--- src/gpm_map.svh ---
// Register indices, field positions, reset values and timing counts of the GPIO block.
`ifndef GPM_MAP_SVH
`define GPM_MAP_SVH
`define GPM_IDX_DATA 5'h00
`define GPM_IDX_DIR 5'h06
`define GPM_IDX_KIND 5'h0c
`define GPM_IDX_MISC 5'h0d
`define GPM_IDX_PFC 5'h0e
`define GPM_IDX_PFD 5'h0f
`define GPM_IDX_ISTS 5'h10
`define GPM_IDX_IMASK 5'h11
`define GPM_IDX_DEB 5'h12
`define GPM_IDX_NONE 5'h1f
`define GPM_PORTS 6
`define GPM_PORT_C 2
`define GPM_PORT_L 5
`define GPM_MISC_PULL 7
`define GPM_DEB_EN 0
`define GPM_IST_TRANS 0
`define GPM_REG_RESET 8'h00
`define GPM_RESP_OKAY 2'h0
`define GPM_RESP_SLVERR 2'h2
`define GPM_CLK_NS 100
`define GPM_SAMPLE_NS 1600
`define GPM_SAMPLE_CYC ((`GPM_SAMPLE_NS + `GPM_CLK_NS - 1) / `GPM_CLK_NS)
`define GPM_STABLE_SAMPLES 4
`endif

--- src/gpm_pkg.sv ---
// Types shared by the GPIO block.
package gpm_pkg;
   typedef enum logic {GPM_DB_IDLE, GPM_DB_WAIT} gpm_db_state_t;
   typedef logic [7:0] gpm_byte_t;
endpackage

--- src/gpm_dbnc_if.sv ---
// Carrier between the GPIO top and the Port-A de-bounce filter.
`timescale 1ns/1ps
interface gpm_dbnc_if;
   logic [7:0] raw;
   logic enable;
   logic [7:0] level;
   logic change;
   modport dev (input raw, input enable, output level, output change);
   modport ctl (output raw, output enable, input level, input change);
endinterface

--- src/gpm_debounce.sv ---
// Port-A de-bounce filter with transition pulse.
`timescale 1ns/1ps
`include "gpm_map.svh"
module gpm_debounce
   import gpm_pkg::*;
(
   input wire logic ref_clk,
   input wire logic rst_n,
   gpm_dbnc_if.dev db
);
   localparam logic [4:0] TICK_LAST = 5'(`GPM_SAMPLE_CYC - 1);
   localparam logic [2:0] STABLE = 3'(`GPM_STABLE_SAMPLES);
   gpm_db_state_t state_reg, state_next;
   logic [4:0] tick_reg, tick_next;
   logic [2:0] cnt_reg, cnt_next;
   logic [7:0] cand_reg, cand_next;
   logic [7:0] level_reg, level_next;
   logic change_reg, change_next;
   logic tick;

   assign tick = (tick_reg == TICK_LAST);

   always_comb
   begin
      state_next = state_reg;
      cnt_next = cnt_reg;
      cand_next = cand_reg;
      level_next = level_reg;
      tick_next = tick ? 5'h00 : tick_reg + 5'h01;
      if (!db.enable)
      begin
         level_next = db.raw;
         cand_next = db.raw;
         state_next = GPM_DB_IDLE;
      end
      else if (tick)
      begin
         // A level is taken only after it held for every sample of the window.
         case (state_reg)
            GPM_DB_IDLE:
            begin
               if (db.raw != level_reg)
               begin
                  cand_next = db.raw;
                  cnt_next = 3'h1;
                  state_next = GPM_DB_WAIT;
               end
            end
            GPM_DB_WAIT:
            begin
               if (db.raw == level_reg)
                  state_next = GPM_DB_IDLE;
               else if (db.raw != cand_reg)
               begin
                  cand_next = db.raw;
                  cnt_next = 3'h1;
               end
               else if (cnt_reg + 3'h1 >= STABLE)
               begin
                  level_next = cand_reg;
                  state_next = GPM_DB_IDLE;
               end
               else
                  cnt_next = cnt_reg + 3'h1;
            end
            default: state_next = GPM_DB_IDLE;
         endcase
      end
      change_next = (level_next != level_reg);
   end

   always_ff @(posedge ref_clk)
   begin
      if (!rst_n)
      begin
         state_reg <= GPM_DB_IDLE;
         tick_reg <= 5'h00;
         cnt_reg <= 3'h0;
         // Starting from the pin level keeps a false transition pulse away after reset.
         cand_reg <= db.raw;
         level_reg <= db.raw;
         change_reg <= 1'b0;
      end
      else
      begin
         state_reg <= state_next;
         tick_reg <= tick_next;
         cnt_reg <= cnt_next;
         cand_reg <= cand_next;
         level_reg <= level_next;
         change_reg <= change_next;
      end
   end

   assign db.level = level_reg;
   assign db.change = change_reg;
endmodule

--- src/gpm_top.sv ---
// GPIO block: six eight-bit ports, pulls, muxing, Port-A de-bounce and AXI4-Lite registers.
//
// Decided for this implementation: the register addresses and the AXI4-Lite register port.
`timescale 1ns/1ps
`include "gpm_map.svh"
// Behaviour
// - 48 pins as six eight-bit ports.
// - Direction bit one is output, zero input.
// - Input pins read back the pin level.
// - Input data one pulls up; Port-C zero pulls down.
// - Other ports have no pull-down at all.
// - Misc bit 7 enables group pull-ups.
// - Port-C kind bit gates its pull resistor.
// - Output pins drive and read written data.
// - Port-C kind zero gives open-drain output.
// - Other ports always drive push-pull outputs.
// - Ports C, D, E switch to system functions.
// - Port-L carries display signals while powered.
// - Display unpowered: Port-L outputs its data.
// - Function switching keeps direction and kind.
// - Port-A de-bounce option and transition interrupt.
module gpm_top
   import gpm_pkg::*;
(
   input wire logic ref_clk,
   input wire logic rst_n,
   input wire logic [7:0] s_axi_awaddr,
   input wire logic s_axi_awvalid,
   output logic s_axi_awready,
   input wire logic [31:0] s_axi_wdata,
   input wire logic [3:0] s_axi_wstrb,
   input wire logic s_axi_wvalid,
   output logic s_axi_wready,
   output logic [1:0] s_axi_bresp,
   output logic s_axi_bvalid,
   input wire logic s_axi_bready,
   input wire logic [7:0] s_axi_araddr,
   input wire logic s_axi_arvalid,
   output logic s_axi_arready,
   output logic [31:0] s_axi_rdata,
   output logic [1:0] s_axi_rresp,
   output logic s_axi_rvalid,
   input wire logic s_axi_rready,
   input wire logic [47:0] pad_in,
   output logic [47:0] pad_out,
   output logic [47:0] pad_oe_n,
   output logic [47:0] pull_up_en,
   output logic [7:0] portc_pull_down_en,
   input wire logic [23:0] sys_func_out,
   input wire logic display_power_bit,
   input wire logic [7:0] display_out,
   output logic irq
);
   gpm_byte_t port_data_reg [`GPM_PORTS];
   gpm_byte_t port_data_next [`GPM_PORTS];
   gpm_byte_t pin_direction_reg [`GPM_PORTS];
   gpm_byte_t pin_direction_next [`GPM_PORTS];
   gpm_byte_t portc_kind_select_reg, portc_kind_select_next;
   gpm_byte_t port_misc_control_reg, port_misc_control_next;
   gpm_byte_t portc_function_select_reg, portc_function_select_next;
   gpm_byte_t portd_function_select_reg, portd_function_select_next;
   gpm_byte_t irq_status_reg, irq_status_next;
   gpm_byte_t irq_mask_reg, irq_mask_next;
   gpm_byte_t deb_ctrl_reg, deb_ctrl_next;
   logic aw_hold_reg, aw_hold_next;
   logic [7:0] aw_addr_reg, aw_addr_next;
   logic w_hold_reg, w_hold_next;
   logic [7:0] w_data_reg, w_data_next;
   logic w_lane_reg, w_lane_next;
   logic bvalid_reg, bvalid_next;
   logic [1:0] bresp_reg, bresp_next;
   logic rvalid_reg, rvalid_next;
   logic [31:0] rdata_reg, rdata_next;
   logic [1:0] rresp_reg, rresp_next;
   logic do_write;
   logic [4:0] widx, ridx;
   logic [47:0] dir_flat, data_flat, level_flat, func_sel, drive_val;
   gpm_dbnc_if dbi ();

   // Maps a byte address onto a register index; misaligned or unused gives none.
   function automatic logic [4:0] reg_index(input logic [7:0] addr);
      logic [4:0] idx;
      idx = `GPM_IDX_NONE;
      if (addr[1:0] == 2'h0 && addr[7:2] <= {1'b0, `GPM_IDX_DEB})
         idx = addr[6:2];
      return idx;
   endfunction

   assign dbi.raw = pad_in[7:0];
   assign dbi.enable = deb_ctrl_reg[`GPM_DEB_EN];

   gpm_debounce u_debounce
   (
      .ref_clk (ref_clk),
      .rst_n (rst_n),
      .db (dbi)
   );

   assign s_axi_awready = !aw_hold_reg;
   assign s_axi_wready = !w_hold_reg;
   assign s_axi_arready = !rvalid_reg;
   assign s_axi_bvalid = bvalid_reg;
   assign s_axi_bresp = bresp_reg;
   assign s_axi_rvalid = rvalid_reg;
   assign s_axi_rdata = rdata_reg;
   assign s_axi_rresp = rresp_reg;
   assign do_write = aw_hold_reg && w_hold_reg && !bvalid_reg;
   assign widx = reg_index(aw_addr_reg);
   assign ridx = reg_index(s_axi_araddr);

   always_comb
   begin
      aw_hold_next = aw_hold_reg;
      aw_addr_next = aw_addr_reg;
      w_hold_next = w_hold_reg;
      w_data_next = w_data_reg;
      w_lane_next = w_lane_reg;
      bvalid_next = bvalid_reg;
      bresp_next = bresp_reg;
      if (s_axi_awvalid && !aw_hold_reg)
      begin
         aw_hold_next = 1'b1;
         aw_addr_next = s_axi_awaddr;
      end
      if (s_axi_wvalid && !w_hold_reg)
      begin
         w_hold_next = 1'b1;
         w_data_next = s_axi_wdata[7:0];
         w_lane_next = s_axi_wstrb[0];
      end
      if (bvalid_reg && s_axi_bready)
         bvalid_next = 1'b0;
      if (do_write)
      begin
         aw_hold_next = 1'b0;
         w_hold_next = 1'b0;
         bvalid_next = 1'b1;
         bresp_next = (widx == `GPM_IDX_NONE) ? `GPM_RESP_SLVERR : `GPM_RESP_OKAY;
      end
   end

   // Registers that software writes; the status bit alone is also set by hardware.
   always_comb
   begin
      port_data_next = port_data_reg;
      pin_direction_next = pin_direction_reg;
      portc_kind_select_next = portc_kind_select_reg;
      port_misc_control_next = port_misc_control_reg;
      portc_function_select_next = portc_function_select_reg;
      portd_function_select_next = portd_function_select_reg;
      irq_mask_next = irq_mask_reg;
      deb_ctrl_next = deb_ctrl_reg;
      irq_status_next = irq_status_reg;
      if (do_write && w_lane_reg)
      begin
         for (int p = 0; p < `GPM_PORTS; p++)
         begin
            if (widx == `GPM_IDX_DATA + 5'(p))
               port_data_next[p] = w_data_reg;
            if (widx == `GPM_IDX_DIR + 5'(p))
               pin_direction_next[p] = w_data_reg;
         end
         case (widx)
            `GPM_IDX_KIND: portc_kind_select_next = w_data_reg;
            `GPM_IDX_MISC: port_misc_control_next = w_data_reg;
            `GPM_IDX_PFC: portc_function_select_next = w_data_reg;
            `GPM_IDX_PFD: portd_function_select_next = w_data_reg;
            `GPM_IDX_ISTS: irq_status_next = irq_status_reg & ~w_data_reg;
            `GPM_IDX_IMASK: irq_mask_next = w_data_reg;
            `GPM_IDX_DEB: deb_ctrl_next = w_data_reg;
            default: ;
         endcase
      end
      // A transition in the clearing cycle still sets the flag.
      if (dbi.change)
         irq_status_next[`GPM_IST_TRANS] = 1'b1;
   end

   always_comb
   begin
      rvalid_next = rvalid_reg;
      rdata_next = rdata_reg;
      rresp_next = rresp_reg;
      if (rvalid_reg && s_axi_rready)
         rvalid_next = 1'b0;
      if (s_axi_arvalid && !rvalid_reg)
      begin
         rvalid_next = 1'b1;
         rdata_next = 32'h0000_0000;
         rresp_next = `GPM_RESP_OKAY;
         for (int p = 0; p < `GPM_PORTS; p++)
         begin
            if (ridx == `GPM_IDX_DATA + 5'(p))
               rdata_next[7:0] = (pin_direction_reg[p] & port_data_reg[p])
                  | (~pin_direction_reg[p] & level_flat[8*p +: 8]);
            if (ridx == `GPM_IDX_DIR + 5'(p))
               rdata_next[7:0] = pin_direction_reg[p];
         end
         case (ridx)
            `GPM_IDX_KIND: rdata_next[7:0] = portc_kind_select_reg;
            `GPM_IDX_MISC: rdata_next[7:0] = port_misc_control_reg;
            `GPM_IDX_PFC: rdata_next[7:0] = portc_function_select_reg;
            `GPM_IDX_PFD: rdata_next[7:0] = portd_function_select_reg;
            `GPM_IDX_ISTS: rdata_next[7:0] = irq_status_reg;
            `GPM_IDX_IMASK: rdata_next[7:0] = irq_mask_reg;
            `GPM_IDX_DEB: rdata_next[7:0] = deb_ctrl_reg;
            `GPM_IDX_NONE: rresp_next = `GPM_RESP_SLVERR;
            default: ;
         endcase
      end
   end

   always_ff @(posedge ref_clk)
   begin
      if (!rst_n)
      begin
         for (int p = 0; p < `GPM_PORTS; p++)
         begin
            port_data_reg[p] <= `GPM_REG_RESET;
            pin_direction_reg[p] <= `GPM_REG_RESET;
         end
         portc_kind_select_reg <= `GPM_REG_RESET;
         port_misc_control_reg <= `GPM_REG_RESET;
         portc_function_select_reg <= `GPM_REG_RESET;
         portd_function_select_reg <= `GPM_REG_RESET;
         irq_status_reg <= `GPM_REG_RESET;
         irq_mask_reg <= `GPM_REG_RESET;
         deb_ctrl_reg <= `GPM_REG_RESET;
         aw_hold_reg <= 1'b0;
         aw_addr_reg <= 8'h00;
         w_hold_reg <= 1'b0;
         w_data_reg <= 8'h00;
         w_lane_reg <= 1'b0;
         bvalid_reg <= 1'b0;
         bresp_reg <= `GPM_RESP_OKAY;
         rvalid_reg <= 1'b0;
         rdata_reg <= 32'h0000_0000;
         rresp_reg <= `GPM_RESP_OKAY;
      end
      else
      begin
         port_data_reg <= port_data_next;
         pin_direction_reg <= pin_direction_next;
         portc_kind_select_reg <= portc_kind_select_next;
         port_misc_control_reg <= port_misc_control_next;
         portc_function_select_reg <= portc_function_select_next;
         portd_function_select_reg <= portd_function_select_next;
         irq_status_reg <= irq_status_next;
         irq_mask_reg <= irq_mask_next;
         deb_ctrl_reg <= deb_ctrl_next;
         aw_hold_reg <= aw_hold_next;
         aw_addr_reg <= aw_addr_next;
         w_hold_reg <= w_hold_next;
         w_data_reg <= w_data_next;
         w_lane_reg <= w_lane_next;
         bvalid_reg <= bvalid_next;
         bresp_reg <= bresp_next;
         rvalid_reg <= rvalid_next;
         rdata_reg <= rdata_next;
         rresp_reg <= rresp_next;
      end
   end

   // Port-E function groups: misc bit 0 for pins 2..0, bit 1 for 5..3, bit 2 for 7..6.
   assign func_sel = {{8{display_power_bit}},
      {2{port_misc_control_reg[2]}}, {3{port_misc_control_reg[1]}},
      {3{port_misc_control_reg[0]}}, portd_function_select_reg,
      portc_function_select_reg, 16'h0000};

   // Pin stage per port; direction and kind stay in force under a function.
   genvar gp;
   generate
      for (gp = 0; gp < `GPM_PORTS; gp++)
      begin : g_port
         assign dir_flat[8*gp +: 8] = pin_direction_reg[gp];
         assign data_flat[8*gp +: 8] = port_data_reg[gp];
         if (gp == 0)
            assign level_flat[7:0] = dbi.level;
         else
            assign level_flat[8*gp +: 8] = pad_in[8*gp +: 8];
         if (gp == `GPM_PORT_L)
            assign drive_val[47:40] = func_sel[40] ? display_out : port_data_reg[gp];
         else if (gp == 0 || gp == 1)
            assign drive_val[8*gp +: 8] = port_data_reg[gp];
         else
            assign drive_val[8*gp +: 8] = (func_sel[8*gp +: 8] & sys_func_out[8*gp-16 +: 8])
               | (~func_sel[8*gp +: 8] & port_data_reg[gp]);
         if (gp == `GPM_PORT_C)
         begin
            // Kind zero is open drain: drive only a low, release the pin for a high.
            assign pad_out[23:16] = drive_val[23:16] & portc_kind_select_reg;
            assign pad_oe_n[23:16] = ~pin_direction_reg[gp]
               | (~portc_kind_select_reg & drive_val[23:16]);
            assign pull_up_en[23:16] = ~pin_direction_reg[gp] & port_data_reg[gp]
               & portc_kind_select_reg;
            assign portc_pull_down_en = ~pin_direction_reg[gp] & ~port_data_reg[gp]
               & portc_kind_select_reg;
         end
         else
         begin
            assign pad_out[8*gp +: 8] = drive_val[8*gp +: 8];
            assign pad_oe_n[8*gp +: 8] = ~pin_direction_reg[gp];
            // No pull-down exists here, so a cleared data bit leaves the pin floating.
            assign pull_up_en[8*gp +: 8] = ~pin_direction_reg[gp] & port_data_reg[gp]
               & {8{port_misc_control_reg[`GPM_MISC_PULL]}};
         end
      end
   endgenerate

   assign irq = |(irq_status_reg & irq_mask_reg);
endmodule

--- config.mk ---
export PLATFORM = sky130hd
export DESIGN_NAME = gpm_top
export DESIGN_NICKNAME = d
export VERILOG_FILES = /design/src/gpm_pkg.sv /design/src/gpm_dbnc_if.sv /design/src/gpm_debounce.sv /design/src/gpm_top.sv
export VERILOG_INCLUDE_DIRS = /design/src
export SDC_FILE = /design/constraint.sdc
export NUM_CORES = 1
export LEC_CHECK = 0
export ABC_AREA = 1
export BUFFER_PORTS_ARGS = -buffer_cell sky130_fd_sc_hd__clkbuf_2
export CORE_UTILIZATION = 50
export CTS_CLUSTER_DIAMETER = 120
export CTS_CLUSTER_SIZE = 25
export DETAILED_ROUTE_END_ITERATION = 16
export PLACE_DENSITY = 0.85
export SLEW_MARGIN = 20
export SYNTH_ARGS = -nofsm -noshare
export SYNTH_HDL_FRONTEND = slang
export SYNTH_SLANG_ARGS = --single-unit
--- constraint.sdc ---
create_clock -name ref_clk -period 3.2 [get_ports ref_clk]
set_input_delay 0.32 -clock ref_clk [delete_from_list [all_inputs] [get_ports ref_clk]]
set_output_delay 0.32 -clock ref_clk [all_outputs]
set_load 0.05 [all_outputs]
==> impl_metrics.csv, run 1 <==
group,metric,value,unit
clocking,post_cts_buffers,0,
logic_synthesis,synth_commonest_cells,"nand2_1, o21ai_0, dfxtp_1, a21oi_1, inv_1",
timing,finalClockSkew,0.0294,ns
drt,drtIter0Drc,1284,
grt,grt_pass1_wl,56000,um
logic_synthesis,synth_warnings,0,
die,die_h,149,um
logic_synthesis,synthFlopType,"dfxtp_1",
clocking,clk_latency,0.48,ns
logic_synthesis,yosysSeqAreaShare,39.4,%
die,io_pins,334,
setup_path,cp_cell_sequence,"inv_1 > buf_4 > nor3_1 > clkbuf_2",
run,max_cap_violations,0,
logic_synthesis,syn_area_per_cell,6.73,um^2
die,dieArea,22200,um^2
clocking,cts_sinks,209,
timing,setup_viol,0,
clocking,ctsResizeCount,0,
timing,rsz0062_at_grt,"no",
min_path,whs_path_depth,3,
drt,routed_wl,37600,um
clocking,numCtsBuffers,12,
setup_path,startpoint_type,"flop",
cells_and_area,largest_reg_flops,48,
drt,drcViolationCount,0,
clocking,clockRootBuffer,"clkbuf_16",
timing,period_share,87.9,%
cells_and_area,area.growth.synth_to_final,15.7,%
cells_and_area,drive_gt1_share,18.6,%
logic_synthesis,synth-edff-count,8,
timing,hold_viol_final,0,
timing,max_freq,356,MHz
run_status,status,"finished clean",
die,core_area,21100,um^2
power,ir_worst_vdd,0.326,mV
logic_synthesis,ys_types,36,
drt,drt_pre_antenna_iters,6,
timing,slew_violations,0,
grt,grt_overflow_total,0,
drt,antenna_left,0,
logic_synthesis,synth_most_common_cell,"nand2_1",
min_path,min_from,"s_axi_awaddr[2]",
setup_path,critPathKind,"flop to output port",
place,dpl.cell_count,2096,
min_path,worst_hold_path.endpoint,"aw_addr_reg[2]$_SDFFE_PN0P_",
setup_path,worstReg2RegEnd,"u_debounce.db.change$_SDFF_PN0_",
setup_path,crit_arrival,2.49,ns
grt,grt_max_degree,144,
die,rows,53,
clocking,holdBufCountCts,0,
place,numPortBuffers,280,
logic_synthesis,synth.top_cell.area_share,37.2,%
cells_and_area,nNetsFinal,1978,
clocking,cts_max_level,1,
logic_synthesis,synth-seq-cells,209,
timing,fin_crit,2.81,ns
logic_synthesis,syn_inst,1607,
logic_synthesis,synth_top_cell_by_area,"dfxtp_1",
logic_synthesis,synthArstFlopShare,0,%
timing,tightest_slew,0.987,ns
die,initial_utilization,51.3,%
timing,slew_headroom,34.1,%
clocking,clockBufferDepth,3,
setup_path,slowest_stage,"dfxtp_1",
setup_path,reg2reg_slack,0.85,ns
clocking,cts_tree,"yes",
drt,vias,12000,
setup_path,critical_path.max_fanout,24,
timing,final.setup.tns,0,ns
power,power.density,394,nW/um^2
min_path,holdCritPathClass,"input pin to flop",
grt,antenna_found_initial,1,
setup_path,crit_path_end_kind,"output port",
place,dp_hpwl,28300,um
setup_path,reg2regPathDepth,16,
setup_path,max_stage_delay,0.98,ns
drt,routedWlPerCell,17.8,um
power,p_leak,0.00560,uW
grt,gr-usage-all-layers,32.7,%
setup_path,reg2reg_from,"u_debounce.tick_reg[0]$_SDFF_PP0_",
setup_path,required,2.88,ns
cells_and_area,fin_cells,2112,
logic_synthesis,synth.area.top_cells,"dfxtp_1, nand2_1, o21ai_0",
logic_synthesis,syn_area,10800,um^2
grt,grt_pass1_vias,10200,
clocking,path_clk_slew,0.10,ns
drt,vias_per_cell,5.66,
place,gp_congestion,0.968,
cells_and_area,final_core_util,59.4,%
die,die_w,149,um
critical path: cells and delay by family (launching register included):
family / cells / cell delay, ns
simple gates: 1 / 0.32
flops: 1 / 0.98
buf+inv: 3 / 0.70
through the flow:
step | hold slack, ns | power (uW) | setup slack, ns | instance area, um^2
3_3_place_gp | 0.429 | 3340 | 0.638 | 12200
2_1_floorplan | 0.415 | 3170 | 0.937 | 10900
4_1_cts | 0.0638 | 4940 | 0.486 | 12500
3_5_place_dp | 0.440 | 3350 | 0.621 | 12200
5_1_grt | 0.0770 | 5100 | 0.341 | 12500
6_report | 0.0755 | 4930 | 0.388 | 12500
cells in the final DEF, fill, tap and decap left out, drive strengths merged, types with 15 or more instances in the layout:
cell type  netlist  layout
o21ai          238     238
o211ai          32      32
nand2          331     331
inv            185     186
a21oi          182     182
nor3            47      47
buf             69      15
nand3           78      78
nor2           136     136
clkbuf          36     293
dfxtp          201     201
conb             1      26
nand4           15      15
routing by layer:
layer / global-route usage [%] / vias to the layer above / part of all wire [%]
met5: 0 / - / 0
met4: 13.1 / 0 / 4.2
met3: 5.41 / 96 / 11
met2: 50.8 / 689 / 44
met1: 45.1 / 5461 / 40
li1: - / 5708 / -
power by group:
part	leakage (uW)	switching, uW	internal (uW)
logic	0.00372	449	157
registers	0.00171	32.0	2660
clock network	0.000169	883	748
worst max-delay path by stage:
stage | endpoint | from
after global routing | pull_up_en[39] | port_misc_control_reg[7]$_SDFFE_PN0P_
after CTS | pull_up_en[39] | port_misc_control_reg[7]$_SDFFE_PN0P_
after detailed placement | s_axi_rdata[4]$_SDFFE_PN0P_ | s_axi_araddr[0]
after floorplan | pull_up_en[36] | port_misc_control_reg[7]$_SDFFE_PN0P_
after global placement | s_axi_rdata[4]$_SDFFE_PN0P_ | s_axi_araddr[7]
final | pull_up_en[39] | port_misc_control_reg[7]$_SDFFE_PN0P_
final cells by class:
type / instances / area (um^2)
antenna: 1 / 2.50
multi-input combinational: 1121 / 5300
clock buffer: 14 / 329
clock inverter: 1 / 16.3
inverter: 197 / 739
fill: 2000 / 8570
timing repair buffer: 294 / 1520
tap: 275 / 344
sequential: 209 / 4260
cell families (layout without fill, tap and decap cells):
logic type               Yosys count  in the layout  share of synthesized area [%]
other                              1             27                         0.0347
AO/OA/AOI/OAI                    466            466                           22.6
XOR/XNOR                           4              4                          0.324
buffers and inverters            302            506                           12.5
flip-flops                       209            209                           39.4
adder cells (fa/ha/maj)            3              3                          0.347
AND/OR/NAND/NOR                  622            622                           24.8
(Power assumes the default switching activity.)
==> run 2, diff against run 1 <==
--- a/config.mk
+++ b/config.mk
@@ -6,13 +6,12 @@
 export SDC_FILE = /design/constraint.sdc
 export NUM_CORES = 1
 export LEC_CHECK = 0
-export ABC_AREA = 1
-export BUFFER_PORTS_ARGS = -buffer_cell sky130_fd_sc_hd__clkbuf_2
-export CORE_UTILIZATION = 50
+export CORE_UTILIZATION = 40
 export CTS_CLUSTER_DIAMETER = 120
 export CTS_CLUSTER_SIZE = 25
 export DETAILED_ROUTE_END_ITERATION = 16
-export PLACE_DENSITY = 0.85
+export DONT_BUFFER_PORTS = 1
+export PLACE_DENSITY = 0.61
 export SLEW_MARGIN = 20
 export SYNTH_ARGS = -nofsm -noshare
 export SYNTH_HDL_FRONTEND = slang
==> impl_metrics.csv, run 2 <==
group,metric,value,unit
timing,slew_violations,0,
grt,grt_pass1_vias,8778,
place,numPortBuffers,0,
cells_and_area,drive_gt1_share,8.58,%
power,internal_power,3620,uW
clocking,cts_tree,"yes",
grt,grt_max_degree,63,
place,dp_hpwl,29000,um
cells_and_area,nNetsFinal,1446,
logic_synthesis,ys_types,65,
cells_and_area,fin_cells,1685,
power,power.switching,1340,uW
die,dieArea,28900,um^2
logic_synthesis,synth.area.top_cells,"dfxtp_1, mux2i_1, nor2_1",
logic_synthesis,synth_most_common_cell,"dfxtp_1",
grt,grt_pass1_wl,55900,um
cells_and_area,largest_reg_flops,48,
power,p_leak,0.00461,uW
setup_path,max_stage_delay,1.04,ns
clocking,clockRootBuffer,"clkbuf_16",
logic_synthesis,syn_area,11300,um^2
logic_synthesis,synth-seq-cells,209,
min_path,worst_hold_path.endpoint,"aw_addr_reg[6]$_SDFFE_PN0P_",
drt,routed_wl,39200,um
place,dpl_cell_area,11500,um^2
logic_synthesis,synthArstFlopShare,0,%
cells_and_area,final_common_cell,"dfxtp_1",
grt,antenna_found_initial,1,
clocking,path_clk_slew,0.10,ns
min_path,min_from,"s_axi_awaddr[6]",
setup_path,reg2reg_slack,0.75,ns
setup_path,startpoint_type,"flop",
setup_path,worstReg2RegEnd,"dir_flat[35]$_SDFFE_PN0P_",
cells_and_area,design_area,12200,um^2
die,die_w,170,um
drt,drt_pre_antenna_iters,6,
power,switching_share,27.0,%
power,p_comb_share,8.8,%
grt,met1_usage,32.3,%
die,rows,61,
power,power.density,407,nW/um^2
logic_synthesis,synth_top_cell_by_area,"dfxtp_1",
setup_path,reg2regPathDepth,7,
power,ir_worst_vdd,0.382,mV
grt,gr-usage-all-layers,26.1,%
logic_synthesis,synth_warnings,0,
drt,drtIter0Drc,755,
power,seq_power_share,56.1,%
timing,setup_ws,0.506,ns
logic_synthesis,syn_inst,1323,
logic_synthesis,syn_area_per_cell,8.52,um^2
min_path,holdCritPathClass,"input pin to flop",
setup_path,crit_path_end_kind,"output port",
clocking,clk_latency,0.49,ns
run,max_cap_violations,0,
setup_path,critical_path.max_fanout,25,
drt,drcViolationCount,0,
drt,vias_per_cell,5.73,
cells_and_area,area.growth.synth_to_final,7.96,%
cells_and_area,multi_input_area,6260,um^2
timing,setup_viol,0,
setup_path,slowest_stage,"dfxtp_1",
place,dpl.cell_count,1639,
setup_path,crit_arrival,2.37,ns
min_path,whs_path_depth,2,
setup_path,critPathKind,"flop to output port",
timing,tightest_slew,1.13,ns
die,io_pins,334,
grt,use_met2,45.0,%
clocking,numCtsBuffers,12,
die,core_area,27800,um^2
clocking,cts_max_level,1,
timing,rsz0062_at_grt,"no",
cells_and_area,final_cell_mix,"dfxtp_1, nor2_1, mux2i_1, a21oi_1, nand2_1",
clocking,clockBufferDepth,3,
drt,antenna_left,0,
place,dp_slack,0.646,ns
clocking,cts_sinks,209,
grt,grt_overflow_total,0,
drt,routedWlPerCell,23.3,um
power,power_frac_clock,35.1,%
timing,slew_headroom,24.4,%
cells_and_area,regArea,4270,um^2
die,initial_utilization,40.6,%
logic_synthesis,yosysSeqAreaShare,37.8,%
logic_synthesis,synth-edff-count,8,
timing,finalClockSkew,0.0325,ns
drt,vias,9662,
setup_path,required,2.88,ns
logic_synthesis,synth.top_cell.area_share,35.7,%
logic_synthesis,synthFlopType,"dfxtp_1",
grt,grt.busiest_layer,"met2",
setup_path,cp_cell_sequence,"buf_4 > and3_1",
setup_path,reg2reg_from,"s_axi_bvalid$_SDFFE_PN0P_",
timing,final.setup.tns,0,ns
logic_synthesis,synth_commonest_cells,"dfxtp_1, nor2_1, mux2i_1, a21oi_1, nand2_1",
grt,met3_usage,5.72,%
timing,hold_viol_final,0,
die,die_h,170,um
timing,fin_crit,2.69,ns
run_status,status,"finished clean",
timing,period_share,84.2,%
timing,max_freq,371,MHz
clocking,post_cts_buffers,0,
power,power,4960,uW
cells_and_area,fillers,2779,
place,gp_congestion,0.923,
==> run 2: worst max path at each step <==
stage	from	end	depth (start not counted)
after global routing	port_misc_control_reg[7]$_SDFFE_PN0P_	pull_up_en[0]	2
after CTS	port_misc_control_reg[7]$_SDFFE_PN0P_	pull_up_en[9]	2
final	port_misc_control_reg[7]$_SDFFE_PN0P_	pull_up_en[9]	2
after global placement	s_axi_araddr[1]	s_axi_rdata[1]$_SDFFE_PN0P_	7
after floorplan	s_axi_bvalid$_SDFFE_PN0P_	portd_function_select_reg[0]$_SDFFE_PN0P_	7
after detailed placement	s_axi_araddr[1]	s_axi_rdata[6]$_SDFFE_PN0P_	7
==> run 2: layer usage <==
layer | wire length [um] | share of wire, %
met1 | 16200 | 41
met2 | 18800 | 48
met3 | 3030 | 7.7
met4 | 1160 | 3.0
met5 | 0 | 0
==> run 2: power by group through the flow <==
stage,Sequential (uW),Combinational (uW),Clock (uW)
final,2780,437,1740
after CTS,2780,434,1770
after detailed placement,2840,398,0
after global placement,2840,396,0
after global routing,2790,466,1860
after floorplan,2780,381,0
==> run 2: metrics by stage <==
step | hold WS (ns) | utilization (%)
floorplan | 0.418 | -
global placement | 0.419 | 41.4
detailed placement | 0.419 | 41.4
CTS | 0.00411 | 43.8
global route | 0.0245 | 43.8
finish | 0.0158 | 43.8
==> run 2: cell type report <==
type	instances	area share [%]
Multi-Input combinational cell	954	51.4
Sequential cell	209	35.1
Timing Repair Buffer	62	4.50
Tap cell	378	3.89
Clock buffer	14	2.70
Inverter	64	1.99
Clock inverter	2	0.380
Antenna cell	2	0.0411
==> run 2: kinds of logic (layout without fill, tap and decap cells) <==
family | Yosys count | after routing | synth area share, %
AND/OR/NAND/NOR | 429 | 429 | 19.1
AO/OA/AOI/OAI | 276 | 276 | 15.3
flip-flops | 209 | 209 | 37.8
multiplexers | 201 | 201 | 18.1
buffers and inverters | 185 | 142 | 7.85
XOR/XNOR | 19 | 19 | 1.48
adder cells (fa/ha/maj) | 3 | 3 | 0.333
other | 1 | 28 | 0.0333
==> run 2: critical path, delay by kind of cell, from the launching register on <==
| family | cells | cell delay, ns |
|---|---|---|
| flops | 1 | 1.04 |
| simple gates | 1 | 0.50 |
| buf+inv | 1 | 0.34 |
==> run 2: repair_timing <==
item / CTS / global route
endpoints found under the hold margin: 51 / 0
hold buffers: 28 / 0
gates resized for setup: 0 / 0
endpoints found under the setup margin: 0 / 0
